[src/uidp_pkg.sv]
// Shared constants and types for the unique-ID and partition sideband block
package uidp_pkg;
   // ----------------------------------------------------------------
   // Partition information layout
   // ----------------------------------------------------------------
   localparam int PART_W = 11;
   localparam int PART_NS_POS = 0;
   localparam int PART_ID_LSB = 1;
   localparam int PART_ID_MSB = 9;
   localparam int PART_MG_POS = 10;
   localparam logic [8:0] PART_ID_RST = 9'h000;
   localparam logic PART_MG_RST = 1'h0;
   localparam int PROT_NS_POS = 1;
   // ----------------------------------------------------------------
   // Counter reset value and width
   // ----------------------------------------------------------------
   localparam logic [7:0] CNT_RST = 8'h00;
   localparam int CNT_W = 8;
   // Subordinate response sequencer states
   typedef enum logic [2:0] {
      UIDP_IDLE = 3'b001,
      UIDP_RDAT = 3'b010,
      UIDP_WRSP = 3'b100
   } uidp_state_t;
endpackage

[src/uidp_link_if.sv]
// Interface joining the requesting master and the subordinate
`timescale 1ns/1ns
`default_nettype none
interface uidp_link_if #(parameter int ID_W = 4);
   // Read address channel
   logic ar_valid;
   logic ar_ready;
   logic [ID_W-1:0] ar_id;
   logic ar_idunq;
   logic ar_dvm;
   logic [2:0] ar_prot;
   logic [10:0] ar_part;
   // Read data channel
   logic r_valid;
   logic r_ready;
   logic [ID_W-1:0] r_id;
   logic r_idunq;
   logic r_last;
   // Write address channel
   logic aw_valid;
   logic aw_ready;
   logic [ID_W-1:0] aw_id;
   logic aw_idunq;
   logic [2:0] aw_prot;
   logic [10:0] aw_part;
   // Write response channel
   logic b_valid;
   logic b_ready;
   logic [ID_W-1:0] b_id;
   logic b_idunq;
   logic b_comp;

   modport mst (
      output ar_valid, ar_id, ar_idunq, ar_dvm, ar_prot, ar_part, r_ready,
      output aw_valid, aw_id, aw_idunq, aw_prot, aw_part, b_ready,
      input ar_ready, r_valid, r_id, r_idunq, r_last,
      input aw_ready, b_valid, b_id, b_idunq, b_comp
   );
   modport sub (
      input ar_valid, ar_id, ar_idunq, ar_dvm, ar_prot, ar_part, r_ready,
      input aw_valid, aw_id, aw_idunq, aw_prot, aw_part, b_ready,
      output ar_ready, r_valid, r_id, r_idunq, r_last,
      output aw_ready, b_valid, b_id, b_idunq, b_comp
   );
endinterface
`default_nettype wire

[src/uidp_sub.sv]
// Subordinate end: records unique flags, echoes them, samples partition
// How it works
// - Master may forbid interleaved read data
// - Interleave off: one read ID at a time
// - Undeclared interleave property means false
// - Multi-ID masters must accept interleaving
// - Unique flags present only when supported
// - Read unique flag only with no same-ID read
// - No read reuse of outstanding unique ID
// - Read request flag low gives data flag low
// - Read request flag high gives data flag high
// - Write unique flag only with no same-ID write
// - No write reuse of outstanding unique ID
// - Write response flag echoes request flag
// - Outstanding from address valid to last response
// - With completion flag, wait for completion response
// - Atomic needs both read and write responses
// - Unique flag is optional for master
// - Eleven-bit partition bus when enabled
// - Security bit0, identifier 9:1, group bit10
// - Missing partition signalling gets defaults
// - Master drives partition info with address valid
// - Differing security needs own partition signals
// - Sample partition on valid; ignore DVM reads; a read accepted in the same cycle as a write is not sampled
`timescale 1ns/1ns
`default_nettype none
module uidp_sub #(
   parameter int ID_W = 4,
   parameter int DEPTH = 4,
   parameter int RBEATS = 2,
   parameter bit UNIQUE_ID_SUPPORT = 1'b1,
   parameter bit PART_SUPPORT = 1'b1,
   parameter bit RD_INTERLEAVE_DIS = 1'b0
) (
   // Clock and reset
   input wire logic mclk,
   input wire logic rst,
   // Link
   uidp_link_if.sub lnk,
   // Sampled partition info for the memory side
   output logic part_vld_r,
   output logic [8:0] part_id_r,
   output logic part_mg_r,
   output logic part_ns_r,
   output logic part_wr_r
);
   // ----------------------------------------------------------------
   // Request queues: id and unique flag held together
   // ----------------------------------------------------------------
   localparam int PW = $clog2(DEPTH);
   logic [ID_W-1:0] rq_id [DEPTH];
   logic rq_unq [DEPTH];
   logic [ID_W-1:0] wq_id [DEPTH];
   logic wq_unq [DEPTH];
   logic [PW:0] rq_wp_r;
   logic [PW:0] rq_rp_r;
   logic [PW:0] wq_wp_r;
   logic [PW:0] wq_rp_r;
   logic rq_full;
   logic wq_full;
   logic rq_empty;
   logic wq_empty;
   logic ar_hs;
   logic aw_hs;
   logic r_hs;
   logic b_hs;
   logic ar_ready_r;
   logic aw_ready_r;
   logic r_valid_r;
   logic b_valid_r;
   logic [ID_W-1:0] r_id_r;
   logic r_idunq_r;
   logic r_last_r;
   logic [ID_W-1:0] b_id_r;
   logic b_idunq_r;
   logic [7:0] beat_r;
   uidp_pkg::uidp_state_t state_r;

   assign rq_full = (rq_wp_r[PW] != rq_rp_r[PW]) &&
                    (rq_wp_r[PW-1:0] == rq_rp_r[PW-1:0]);
   assign wq_full = (wq_wp_r[PW] != wq_rp_r[PW]) &&
                    (wq_wp_r[PW-1:0] == wq_rp_r[PW-1:0]);
   assign rq_empty = rq_wp_r == rq_rp_r;
   assign wq_empty = wq_wp_r == wq_rp_r;
   assign ar_hs = lnk.ar_valid && ar_ready_r;
   assign aw_hs = lnk.aw_valid && aw_ready_r;
   assign r_hs = r_valid_r && lnk.r_ready;
   assign b_hs = b_valid_r && lnk.b_ready;

   // Ready while queue has room; a read entry frees on its last beat only
   always_ff @(posedge mclk or posedge rst) begin
      if (rst) begin
         ar_ready_r <= 1'b0;
         aw_ready_r <= 1'b0;
      end else begin
         ar_ready_r <= !rq_full && !(ar_hs && rq_wp_r[PW-1:0] + 1'b1 ==
                        rq_rp_r[PW-1:0] && !(r_hs && r_last_r));
         aw_ready_r <= !wq_full && !(aw_hs && wq_wp_r[PW-1:0] + 1'b1 ==
                        wq_rp_r[PW-1:0] && !b_hs);
      end
   end

   // Store accepted read and write requests with their flag
   always_ff @(posedge mclk) begin
      if (ar_hs) begin
         rq_id[rq_wp_r[PW-1:0]] <= lnk.ar_id;
         rq_unq[rq_wp_r[PW-1:0]] <= UNIQUE_ID_SUPPORT && lnk.ar_idunq;
      end
      if (aw_hs) begin
         wq_id[wq_wp_r[PW-1:0]] <= lnk.aw_id;
         wq_unq[wq_wp_r[PW-1:0]] <= UNIQUE_ID_SUPPORT && lnk.aw_idunq;
      end
   end

   // Write pointers
   always_ff @(posedge mclk or posedge rst) begin
      if (rst) begin
         rq_wp_r <= '0;
         wq_wp_r <= '0;
      end else begin
         if (ar_hs)
            rq_wp_r <= rq_wp_r + 1'b1;
         if (aw_hs)
            wq_wp_r <= wq_wp_r + 1'b1;
      end
   end

   // ----------------------------------------------------------------
   // Response sequencer: whole read bursts in order, no interleave
   // ----------------------------------------------------------------
   always_ff @(posedge mclk or posedge rst) begin
      if (rst) begin
         state_r <= uidp_pkg::UIDP_IDLE;
         rq_rp_r <= '0;
         wq_rp_r <= '0;
         beat_r <= uidp_pkg::CNT_RST;
         r_valid_r <= 1'b0;
         r_id_r <= '0;
         r_idunq_r <= 1'b0;
         r_last_r <= 1'b0;
         b_valid_r <= 1'b0;
         b_id_r <= '0;
         b_idunq_r <= 1'b0;
      end else begin
         case (state_r)
            uidp_pkg::UIDP_IDLE: begin
               if (!rq_empty) begin
                  // One burst completes before the next ID starts
                  state_r <= uidp_pkg::UIDP_RDAT;
                  r_valid_r <= 1'b1;
                  r_id_r <= rq_id[rq_rp_r[PW-1:0]];
                  r_idunq_r <= rq_unq[rq_rp_r[PW-1:0]];
                  r_last_r <= RBEATS == 1;
                  beat_r <= 8'h01;
               end else if (!wq_empty) begin
                  state_r <= uidp_pkg::UIDP_WRSP;
                  b_valid_r <= 1'b1;
                  b_id_r <= wq_id[wq_rp_r[PW-1:0]];
                  b_idunq_r <= wq_unq[wq_rp_r[PW-1:0]];
               end
            end
            uidp_pkg::UIDP_RDAT: begin
               if (r_hs) begin
                  if (r_last_r) begin
                     // Outstanding ends with the accepted last beat
                     rq_rp_r <= rq_rp_r + 1'b1;
                     r_valid_r <= 1'b0;
                     r_last_r <= 1'b0;
                     r_idunq_r <= 1'b0;
                     state_r <= uidp_pkg::UIDP_IDLE;
                  end else begin
                     beat_r <= beat_r + 8'h01;
                     r_last_r <= beat_r + 8'h01 == 8'(RBEATS);
                  end
               end
            end
            uidp_pkg::UIDP_WRSP: begin
               if (b_hs) begin
                  wq_rp_r <= wq_rp_r + 1'b1;
                  b_valid_r <= 1'b0;
                  b_idunq_r <= 1'b0;
                  state_r <= uidp_pkg::UIDP_IDLE;
               end
            end
            default: state_r <= uidp_pkg::UIDP_IDLE;
         endcase
      end
   end

   // ----------------------------------------------------------------
   // Partition sampling, only with address valid; DVM reads and reads accepted with a write skipped
   // ----------------------------------------------------------------
   always_ff @(posedge mclk or posedge rst) begin
      if (rst) begin
         part_vld_r <= 1'b0;
         part_id_r <= uidp_pkg::PART_ID_RST;
         part_mg_r <= uidp_pkg::PART_MG_RST;
         part_ns_r <= 1'b0;
         part_wr_r <= 1'b0;
      end else begin
         part_vld_r <= 1'b0;
         if (PART_SUPPORT && aw_hs) begin
            part_vld_r <= 1'b1;
            part_wr_r <= 1'b1;
            part_ns_r <= lnk.aw_part[uidp_pkg::PART_NS_POS];
            part_id_r <= lnk.aw_part[uidp_pkg::PART_ID_MSB:
                                     uidp_pkg::PART_ID_LSB];
            part_mg_r <= lnk.aw_part[uidp_pkg::PART_MG_POS];
         end else if (PART_SUPPORT && ar_hs && !lnk.ar_dvm) begin
            part_vld_r <= 1'b1;
            part_wr_r <= 1'b0;
            part_ns_r <= lnk.ar_part[uidp_pkg::PART_NS_POS];
            part_id_r <= lnk.ar_part[uidp_pkg::PART_ID_MSB:
                                     uidp_pkg::PART_ID_LSB];
            part_mg_r <= lnk.ar_part[uidp_pkg::PART_MG_POS];
         end
      end
   end

   // Link outputs; flags forced low when unique IDs unsupported
   assign lnk.ar_ready = ar_ready_r;
   assign lnk.aw_ready = aw_ready_r;
   assign lnk.r_valid = r_valid_r;
   assign lnk.r_id = r_id_r;
   assign lnk.r_idunq = r_idunq_r && UNIQUE_ID_SUPPORT;
   assign lnk.r_last = r_last_r;
   assign lnk.b_valid = b_valid_r;
   assign lnk.b_id = b_id_r;
   assign lnk.b_idunq = b_idunq_r && UNIQUE_ID_SUPPORT;
   assign lnk.b_comp = b_valid_r;
endmodule
`default_nettype wire

[src/flat_wrapper.sv]
// flat-port wrapper written by rule: the top's interface ports become plain ports
module uidp_sub_flat 
#(
   parameter int ID_W = 4,
   parameter int DEPTH = 4,
   parameter int RBEATS = 2,
   parameter bit UNIQUE_ID_SUPPORT = 1'b1,
   parameter bit PART_SUPPORT = 1'b1,
   parameter bit RD_INTERLEAVE_DIS = 1'b0
)
  (mclk, rst, part_vld_r, part_id_r, part_mg_r, part_ns_r, part_wr_r, lnk_ar_valid, lnk_ar_id, lnk_ar_idunq, lnk_ar_dvm, lnk_ar_prot, lnk_ar_part, lnk_r_ready, lnk_aw_valid, lnk_aw_id, lnk_aw_idunq, lnk_aw_prot, lnk_aw_part, lnk_b_ready, lnk_ar_ready, lnk_r_valid, lnk_r_id, lnk_r_idunq, lnk_r_last, lnk_aw_ready, lnk_b_valid, lnk_b_id, lnk_b_idunq, lnk_b_comp);
  uidp_link_if #(.ID_W(ID_W)) lnk_i ();
  input wire logic mclk;
  input wire logic rst;
  output logic part_vld_r;
  output logic [8:0] part_id_r;
  output logic part_mg_r;
  output logic part_ns_r;
  output logic part_wr_r;
  input wire logic [$bits(lnk_i.ar_valid)-1:0] lnk_ar_valid;
  input wire logic [$bits(lnk_i.ar_id)-1:0] lnk_ar_id;
  input wire logic [$bits(lnk_i.ar_idunq)-1:0] lnk_ar_idunq;
  input wire logic [$bits(lnk_i.ar_dvm)-1:0] lnk_ar_dvm;
  input wire logic [$bits(lnk_i.ar_prot)-1:0] lnk_ar_prot;
  input wire logic [$bits(lnk_i.ar_part)-1:0] lnk_ar_part;
  input wire logic [$bits(lnk_i.r_ready)-1:0] lnk_r_ready;
  input wire logic [$bits(lnk_i.aw_valid)-1:0] lnk_aw_valid;
  input wire logic [$bits(lnk_i.aw_id)-1:0] lnk_aw_id;
  input wire logic [$bits(lnk_i.aw_idunq)-1:0] lnk_aw_idunq;
  input wire logic [$bits(lnk_i.aw_prot)-1:0] lnk_aw_prot;
  input wire logic [$bits(lnk_i.aw_part)-1:0] lnk_aw_part;
  input wire logic [$bits(lnk_i.b_ready)-1:0] lnk_b_ready;
  output wire logic [$bits(lnk_i.ar_ready)-1:0] lnk_ar_ready;
  output wire logic [$bits(lnk_i.r_valid)-1:0] lnk_r_valid;
  output wire logic [$bits(lnk_i.r_id)-1:0] lnk_r_id;
  output wire logic [$bits(lnk_i.r_idunq)-1:0] lnk_r_idunq;
  output wire logic [$bits(lnk_i.r_last)-1:0] lnk_r_last;
  output wire logic [$bits(lnk_i.aw_ready)-1:0] lnk_aw_ready;
  output wire logic [$bits(lnk_i.b_valid)-1:0] lnk_b_valid;
  output wire logic [$bits(lnk_i.b_id)-1:0] lnk_b_id;
  output wire logic [$bits(lnk_i.b_idunq)-1:0] lnk_b_idunq;
  output wire logic [$bits(lnk_i.b_comp)-1:0] lnk_b_comp;
  assign lnk_i.ar_valid = lnk_ar_valid;
  assign lnk_i.ar_id = lnk_ar_id;
  assign lnk_i.ar_idunq = lnk_ar_idunq;
  assign lnk_i.ar_dvm = lnk_ar_dvm;
  assign lnk_i.ar_prot = lnk_ar_prot;
  assign lnk_i.ar_part = lnk_ar_part;
  assign lnk_i.r_ready = lnk_r_ready;
  assign lnk_i.aw_valid = lnk_aw_valid;
  assign lnk_i.aw_id = lnk_aw_id;
  assign lnk_i.aw_idunq = lnk_aw_idunq;
  assign lnk_i.aw_prot = lnk_aw_prot;
  assign lnk_i.aw_part = lnk_aw_part;
  assign lnk_i.b_ready = lnk_b_ready;
  assign lnk_ar_ready = lnk_i.ar_ready;
  assign lnk_r_valid = lnk_i.r_valid;
  assign lnk_r_id = lnk_i.r_id;
  assign lnk_r_idunq = lnk_i.r_idunq;
  assign lnk_r_last = lnk_i.r_last;
  assign lnk_aw_ready = lnk_i.aw_ready;
  assign lnk_b_valid = lnk_i.b_valid;
  assign lnk_b_id = lnk_i.b_id;
  assign lnk_b_idunq = lnk_i.b_idunq;
  assign lnk_b_comp = lnk_i.b_comp;
  uidp_sub #(.ID_W(ID_W), .DEPTH(DEPTH), .RBEATS(RBEATS), .UNIQUE_ID_SUPPORT(UNIQUE_ID_SUPPORT), .PART_SUPPORT(PART_SUPPORT), .RD_INTERLEAVE_DIS(RD_INTERLEAVE_DIS)) u_core (.mclk(mclk), .rst(rst), .lnk(lnk_i), .part_vld_r(part_vld_r), .part_id_r(part_id_r), .part_mg_r(part_mg_r), .part_ns_r(part_ns_r), .part_wr_r(part_wr_r));
endmodule
[config.mk]
export PLATFORM = sky130hd
export DESIGN_NAME = uidp_sub_flat
export DESIGN_NICKNAME = d
export VERILOG_FILES = /design/src/uidp_pkg.sv /design/src/uidp_link_if.sv /design/src/uidp_sub.sv /design/src/flat_wrapper.sv
export SDC_FILE = /design/constraint.sdc
export NUM_CORES = 1
export LEC_CHECK = 0
export BUFFER_PORTS_ARGS = -buffer_cell sky130_fd_sc_hd__buf_2
export CORE_MARGIN = 2
export CORE_UTILIZATION = 55
export DETAILED_ROUTE_END_ITERATION = 7
export PLACE_DENSITY_LB_ADDON = 0.08
export SYNTH_ARGS = -nofsm -noshare
export SYNTH_HDL_FRONTEND = slang
export SYNTH_SLANG_ARGS = --single-unit
[constraint.sdc]
create_clock -name mclk -period 2.29 [get_ports mclk]
set_clock_uncertainty 0.05 [all_clocks]
set_input_delay 0.229 -clock mclk [delete_from_list [all_inputs] [get_ports mclk]]
set_output_delay 0.229 -clock mclk [all_outputs]
set_load 0.005 [all_outputs]
# Yosys cells after proc, flatten, opt, wreduce, memory -nomap -nowiden
# Memory sizes are Yosys's and may differ from the RTL's. A register that Yosys moved wholly into a read port is not among the register bits.
# Cells that the tools add are included.
[totals] n_memories=4 input_bits=45 mem_bits_rw=40 ff_bits=43 latchBits=0 wordCells=125 rom_bits=0 out_inout_bits=29
[op_classes] bitwise=2 order_cmp=0 eq_ne=20 mul=0 n_reduce_logical=33 div_mod_pow=0 add_sub_neg=7 muxes=41 shifts=0
[mem_list] name="u_core.rq_id" depth=4 word_bits=4 read_ports=1 rd_ports_with_merged_regs=1 wr=1 line_no="uidp_sub.sv:51" rtl="logic [ID_W-1:0] rq_id [DEPTH];"
[mem_list] name="u_core.wq_id" depth=4 word_bits=4 read_ports=1 rd_ports_with_merged_regs=1 wr=1 line_no="uidp_sub.sv:53" rtl="logic [ID_W-1:0] wq_id [DEPTH];"
[mem_list] name="u_core.rq_unq" depth=4 word_bits=1 read_ports=1 rd_ports_with_merged_regs=0 wr=1 line_no="uidp_sub.sv:52" rtl="logic rq_unq [DEPTH];"
[mem_list] name="u_core.wq_unq" depth=4 word_bits=1 read_ports=1 rd_ports_with_merged_regs=0 wr=1 line_no="uidp_sub.sv:54" rtl="logic wq_unq [DEPTH];"
[op_table] op="2-to-1 mux 1 bit" n=24
[op_table] op="2-to-1 mux 8 bit" n=3
[op_table] op="2-to-1 mux 9 bit" n=2
[op_table] op="one-hot mux 8 bit (2 select lines)" n=1
[op_table] op="AND reduction 4 bit" n=4
[op_table] op="2-to-1 mux 3 bit" n=5
[op_table] op="logical AND 1 bit" n=14
[op_table] op="adder 3 x 1 -> 3 bit, second input constant" n=4
[op_table] op="one-hot mux 1 bit (2 select lines)" n=5
[op_table] op="one-hot mux 3 bit (3 select lines)" n=1
[op_table] op="AND reduction 3 bit" n=3
[op_table] op="adder 8 x 1 -> 8 bit, second input constant" n=1
[op_table] op="== test 2 bit" n=4
[op_table] op="== test 8 x 2 -> 1 bit, second input constant" n=1
[op_table] op="!= test 2 x 1 -> 1 bit, second input constant" n=4
[op_table] op="logical NOT 1 bit" n=7
[op_table] op="== test 3 bit" n=2
[op_table] op="!= test 2 bit, second input constant" n=3
[op_table] op="nonzero test 2 bit" n=3
[op_table] op="adder 2 x 1 -> 2 bit, second input constant" n=2
[op_table] op="AND reduction 2 bit" n=2
[op_table] op="== test 3 x 1 -> 1 bit, second input constant" n=1
[op_table] op="== test 3 x 2 -> 1 bit, second input constant" n=1
[op_table] op="== test 3 bit, second input constant" n=1
[op_table] op="other kinds (3)" n=5

# Depth between registers and ports, before layout
[logic_depth] ltp_word=6 ltp_mapped=7 depth_no_buf=5

# Least setup slack after synthesis
# Ideal clock, no wire load.
[synth_path] kind="register -> register" from="register u_core.rq_rp_r[0]" to="register u_core.b_id_r[0] (netlist: u_core.lnk.b_id[0]) (read register of u_core.wq_id)" t_arrival_ns=1.840 synth_period_minus_slack_ns=2.016 path_stages_with_launch=7 n_path_buf=2 required_ns=2.115 slack_ns=0.274 setup_time_ns=0.125 path_cell_list="dfrtp_1 > buf_6 > xor2_2 > or3_4 > or3_1 > buf_6 > mux2_4"
[synth_between] elab_chain_len=2
[synth_lines] item="start, declared" line_no="uidp_sub.sv:56" rtl="logic [PW:0] rq_rp_r;"
[synth_lines] item="start signal, assigned" line_no="uidp_sub.sv:166" rtl="rq_rp_r <= rq_rp_r + 1'b1;"
[synth_lines] item="== test 3 bit" line_no="uidp_sub.sv:83" rtl="assign rq_empty = rq_wp_r == rq_rp_r;"
[synth_lines] item="AND reduction 3 bit (no line)"
[synth_lines] item="end, declared" line_no="uidp_sub.sv:74" rtl="logic [ID_W-1:0] b_id_r;"
# Every way passes these cells.
# A chain may end at the register's enable or synchronous reset.

# Final worst setup path
[layout_path] from="register u_core.rq_wp_r[0]" to="register u_core.b_id_r[3] (netlist: u_core.lnk.b_id[3]) (read register of u_core.wq_id)"
[layout_between] elab_chain_len=2
[layout_lines] item="start, declared" line_no="uidp_sub.sv:55" rtl="logic [PW:0] rq_wp_r;"
[layout_lines] item="start signal, assigned" line_no="uidp_sub.sv:122" rtl="rq_wp_r <= rq_wp_r + 1'b1;"
[layout_lines] item="== test 3 bit" line_no="uidp_sub.sv:83"
[layout_lines] item="AND reduction 3 bit (no line)"
# Every way passes these cells.

==> key figures <==
Clock tree
  • CTS resizes: 0
  • CTS Sinks: 91
  • CTS H-tree depth: 3
  • Root buffer cell: clkbuf_8
  • Deepest clock path buffer count: 2
  • CTS Buf Count: 9
  • CTS tree: done
  • Clock latency on the worst-skew pair: 350 ps
  • Post-CTS setup buffer count: 0
  • Reg clk slew, reported paths: 100 ps

Worst setup path
  • Crit path max-delay family: simple AND/OR/NAND/NOR gates
  • Worst reg2reg setup slack: 130 ps
  • CP Capture Type: flop
  • Critical path's slowest cell: or3_1
  • FF-to-FF path depth: 4
  • WS Path Type: flop to flop
  • Worst path required time: 2480 ps
  • Reg2reg end: u_core.lnk.b_id[3]$_DFFE_PP0P_
  • Critical path buffers and inverters: 0
  • CP arrival: 2350 ps
  • CP peak stage delay: 570 ps
  • FF-to-FF Start: u_core.rq_wp_r[0]$_DFFE_PP0P_
  • Max FO, Critical Path: 7
  • CP Launch Type: flop
  • Worst path cell trace: xor2_2 -> or3_4 -> or3_1 -> mux2_4

Worst hold path
  • Hold EP: u_core.rq_id[0][1]$_DFFE_PP_
  • Worst hold path type: primary input to flop
  • Hold_sp: lnk_ar_id[1]
  • Hold depth: 1

Route
  • Vias/cell: 5.35
  • Wirelength per Cell: 15.1 um
  • Post-route ant nets: 0
  • Drc violations: 0
  • DR pass1 iterations: 4
  • Total wire length: 7150 um
  • Routed vias: 2536
  • Initial drt markers: 83

Timing
  • Final setup viols: 0
  • Crit path time final: 2160 ps
  • Final Hold Vio Count: 0
  • Final Max Tran Viols: 0
  • Max-Slew Margin vs Limit: 53.5%
  • Fmax achieved: 463 MHz
  • Fin crit share: 94.3%
  • Worst Slack Setup Final: 130 ps
  • RSZ-0062 raised after global routing: no
  • Worst-Margin Slew: 697 ps
  • Setup TNS: 0 ps

GRT
  • First-pass GRT wire length: 11900 um
  • Overall routing resource usage: 18.5%
  • Initial antenna violation count: 0
  • Grt ovf: 0
  • Vias in the first global route: 2480
  • Largest net degree at the start of global routing: 34

Floorplanning
  • Number of cell rows: 31
  • Die height: 90.7 um
  • Starting Density: 57.0%
  • IO Count: 74
  • Die W: 90.7 um
  • Die area: 0.00823 mm2
  • CORE AREA: 0.00725 mm2

Power
  • PwrDens: 1130 mW/mm2
  • P_leak: 2.11 nW
  • Peak VDD IR: 0.574 mV

Finish
  • Layout cell share with drive strength beyond 1: 31.7%
  • Ant. Diodes: 0
  • Net count, final: 427
  • Fillers: 574
  • Synthesis-to-finish area growth: 15.1%
  • Register Area: 0.00248 mm2
  • Multi-input combinational cell area: 0.00150 mm2

Synthesis
  • Synth top area share: 30.3%
  • Area leader, netlist: dfrtp_1
  • Avg Cell Area, Syn: 14.1 um2
  • Dominant cells by area after synthesis: dfrtp_1, edfxtp_1, mux4_1
  • Top post-synthesis cells by count: dfrtp_1, edfxtp_1, nor2_1
  • Post-synth design cell area: 0.00413 mm2
  • Synth Register Bits: 91
  • Post-synthesis sequential area ratio: 60.0%
  • EDFF count, synth: 40
  • Post-Syn Nets: 351
  • Synth async-reset ratio: 56.0%
  • Most instantiated library cell after synthesis: dfrtp_1
  • Distinct cells, synth: 46
  • Ys flop type: dfrtp_1
  • Cells after Synth: 294
  • Yosys warning count: 0

Run
  • Maximum capacitance violations: 0

Place
  • Input/output buffers: 67
  • Pre-CTS WS: 129 ps
  • GPL Wtd Cong: 0.733
  • Post-detail-place hpwl: 5050 um

Run status
  • Outcome: finished, final reports clean
[routing by layer]
metal / track usage, % / up-vias / share of wire [%]
met5: 0 / - / 0
met4: 6.15 / 0 / 1.3
met3: 4.17 / 7 / 4.3
met2: 28.8 / 66 / 48
met1: 26.0 / 1234 / 47
li1: - / 1229 / -
[cells in the final DEF, fill, tap and decap left out, types with 3 or more instances in the layout]
| cell type | n |
|---|---|
| buf_2 | 67 |
| dfrtp_1 | 50 |
| edfxtp_1 | 40 |
| nor2_1 | 21 |
| mux2i_1 | 15 |
| nand2_1 | 14 |
| xor2_1 | 13 |
| a21oi_1 | 13 |
| and3_1 | 12 |
| ha_1 | 12 |
| buf_4 | 11 |
| inv_1 | 10 |
| mux2_2 | 10 |
| clkbuf_8 | 9 |
| xnor2_1 | 6 |
| nand3_1 | 6 |
| mux4_1 | 6 |
| nand4_1 | 4 |
| mux4_2 | 4 |
| nor3_1 | 4 |
| mux2_4 | 4 |
| a31oi_1 | 3 |
| o21ai_0 | 3 |
| o22ai_1 | 3 |
[cell type report]
| cell class | instances | area share, % |
|---|---|---|
| sequential | 91 | 52.1 |
| clock buffer | 9 | 2.60 |
| tap | 99 | 2.60 |
| multi-input combinational | 178 | 31.6 |
| clock inverter | 7 | 1.26 |
| inverter | 11 | 0.868 |
| timing repair buffer | 79 | 8.99 |
[power by group]
part           switching, mW  internal (mW)  leakage [nW]
Combinational          0.918          0.959          1.04
Sequential             0.311           2.18         0.976
Clock                  0.600          0.416        0.0917
Total                   1.83           3.55          2.11
[what timing repair did]
item | in CTS | in global routing
endpoints found under the hold margin | 30 | 0
hold buffers | 1 | 0
endpoints found under the setup margin | 0 | 0
[state kept, by name (all words and copies together) (netlist names), 3 cells and up]
name,count
u_core.beat_r,8
u_core.rq_wp_r,3
u_core.wq_rp_r,3
u_core.rq_rp_r,3
u_core.rq_unq,4
u_core.wq_id,16
u_core.state_r,3
u_core.wq_unq,4
u_core.lnk.b_id,4
u_core.wq_wp_r,3
u_core.rq_id,16
u_core.lnk.r_id,4
u_core.part_id_r,9
[per-stage QoR]
step	instance area (um2)	utilization [%]	hold WS [ps]	total power [mW]	std cells
CTS	4760	65.6	14.5	5.45	474
global route	4760	65.6	21.1	5.76	474
global placement	4560	62.9	341	4.35	457
floorplan	4130	-	278	3.90	294
detailed placement	4560	62.9	345	4.42	457
finish	4760	65.6	33.7	5.38	474
[how the worst max path moves through the flow]
stage	from	end	slack, ps	depth (start not counted)
3_3_place_gp	u_core.rq_wp_r[0]$_DFFE_PP0P_	u_core.lnk.b_id[0]$_DFFE_PP0P_	150	4
3_5_place_dp	u_core.rq_wp_r[0]$_DFFE_PP0P_	u_core.lnk.b_id[1]$_DFFE_PP0P_	130	4
2_1_floorplan	u_core.rq_rp_r[0]$_DFFE_PP0P_	u_core.lnk.b_id[0]$_DFFE_PP0P_	270	6
6_report	u_core.rq_wp_r[0]$_DFFE_PP0P_	u_core.lnk.b_id[3]$_DFFE_PP0P_	130	4
5_1_grt	u_core.rq_wp_r[0]$_DFFE_PP0P_	u_core.lnk.b_id[3]$_DFFE_PP0P_	80	4
4_1_cts	u_core.rq_wp_r[0]$_DFFE_PP0P_	u_core.lnk.b_id[1]$_DFFE_PP0P_	120	4
[logic make-up (layout without fill, tap and decap cells)]
family	count (synthesis)	in the layout	share of synthesized area, %
compound gates	35	35	5.45
buf+inv	25	106	3.69
simple gates	72	72	9.05
xor+xnor	20	20	4.42
fa+ha+maj	12	12	3.63
flops	91	91	60.0
mux	39	39	13.8
No activity file was read; power rests on OpenSTA's default activity.
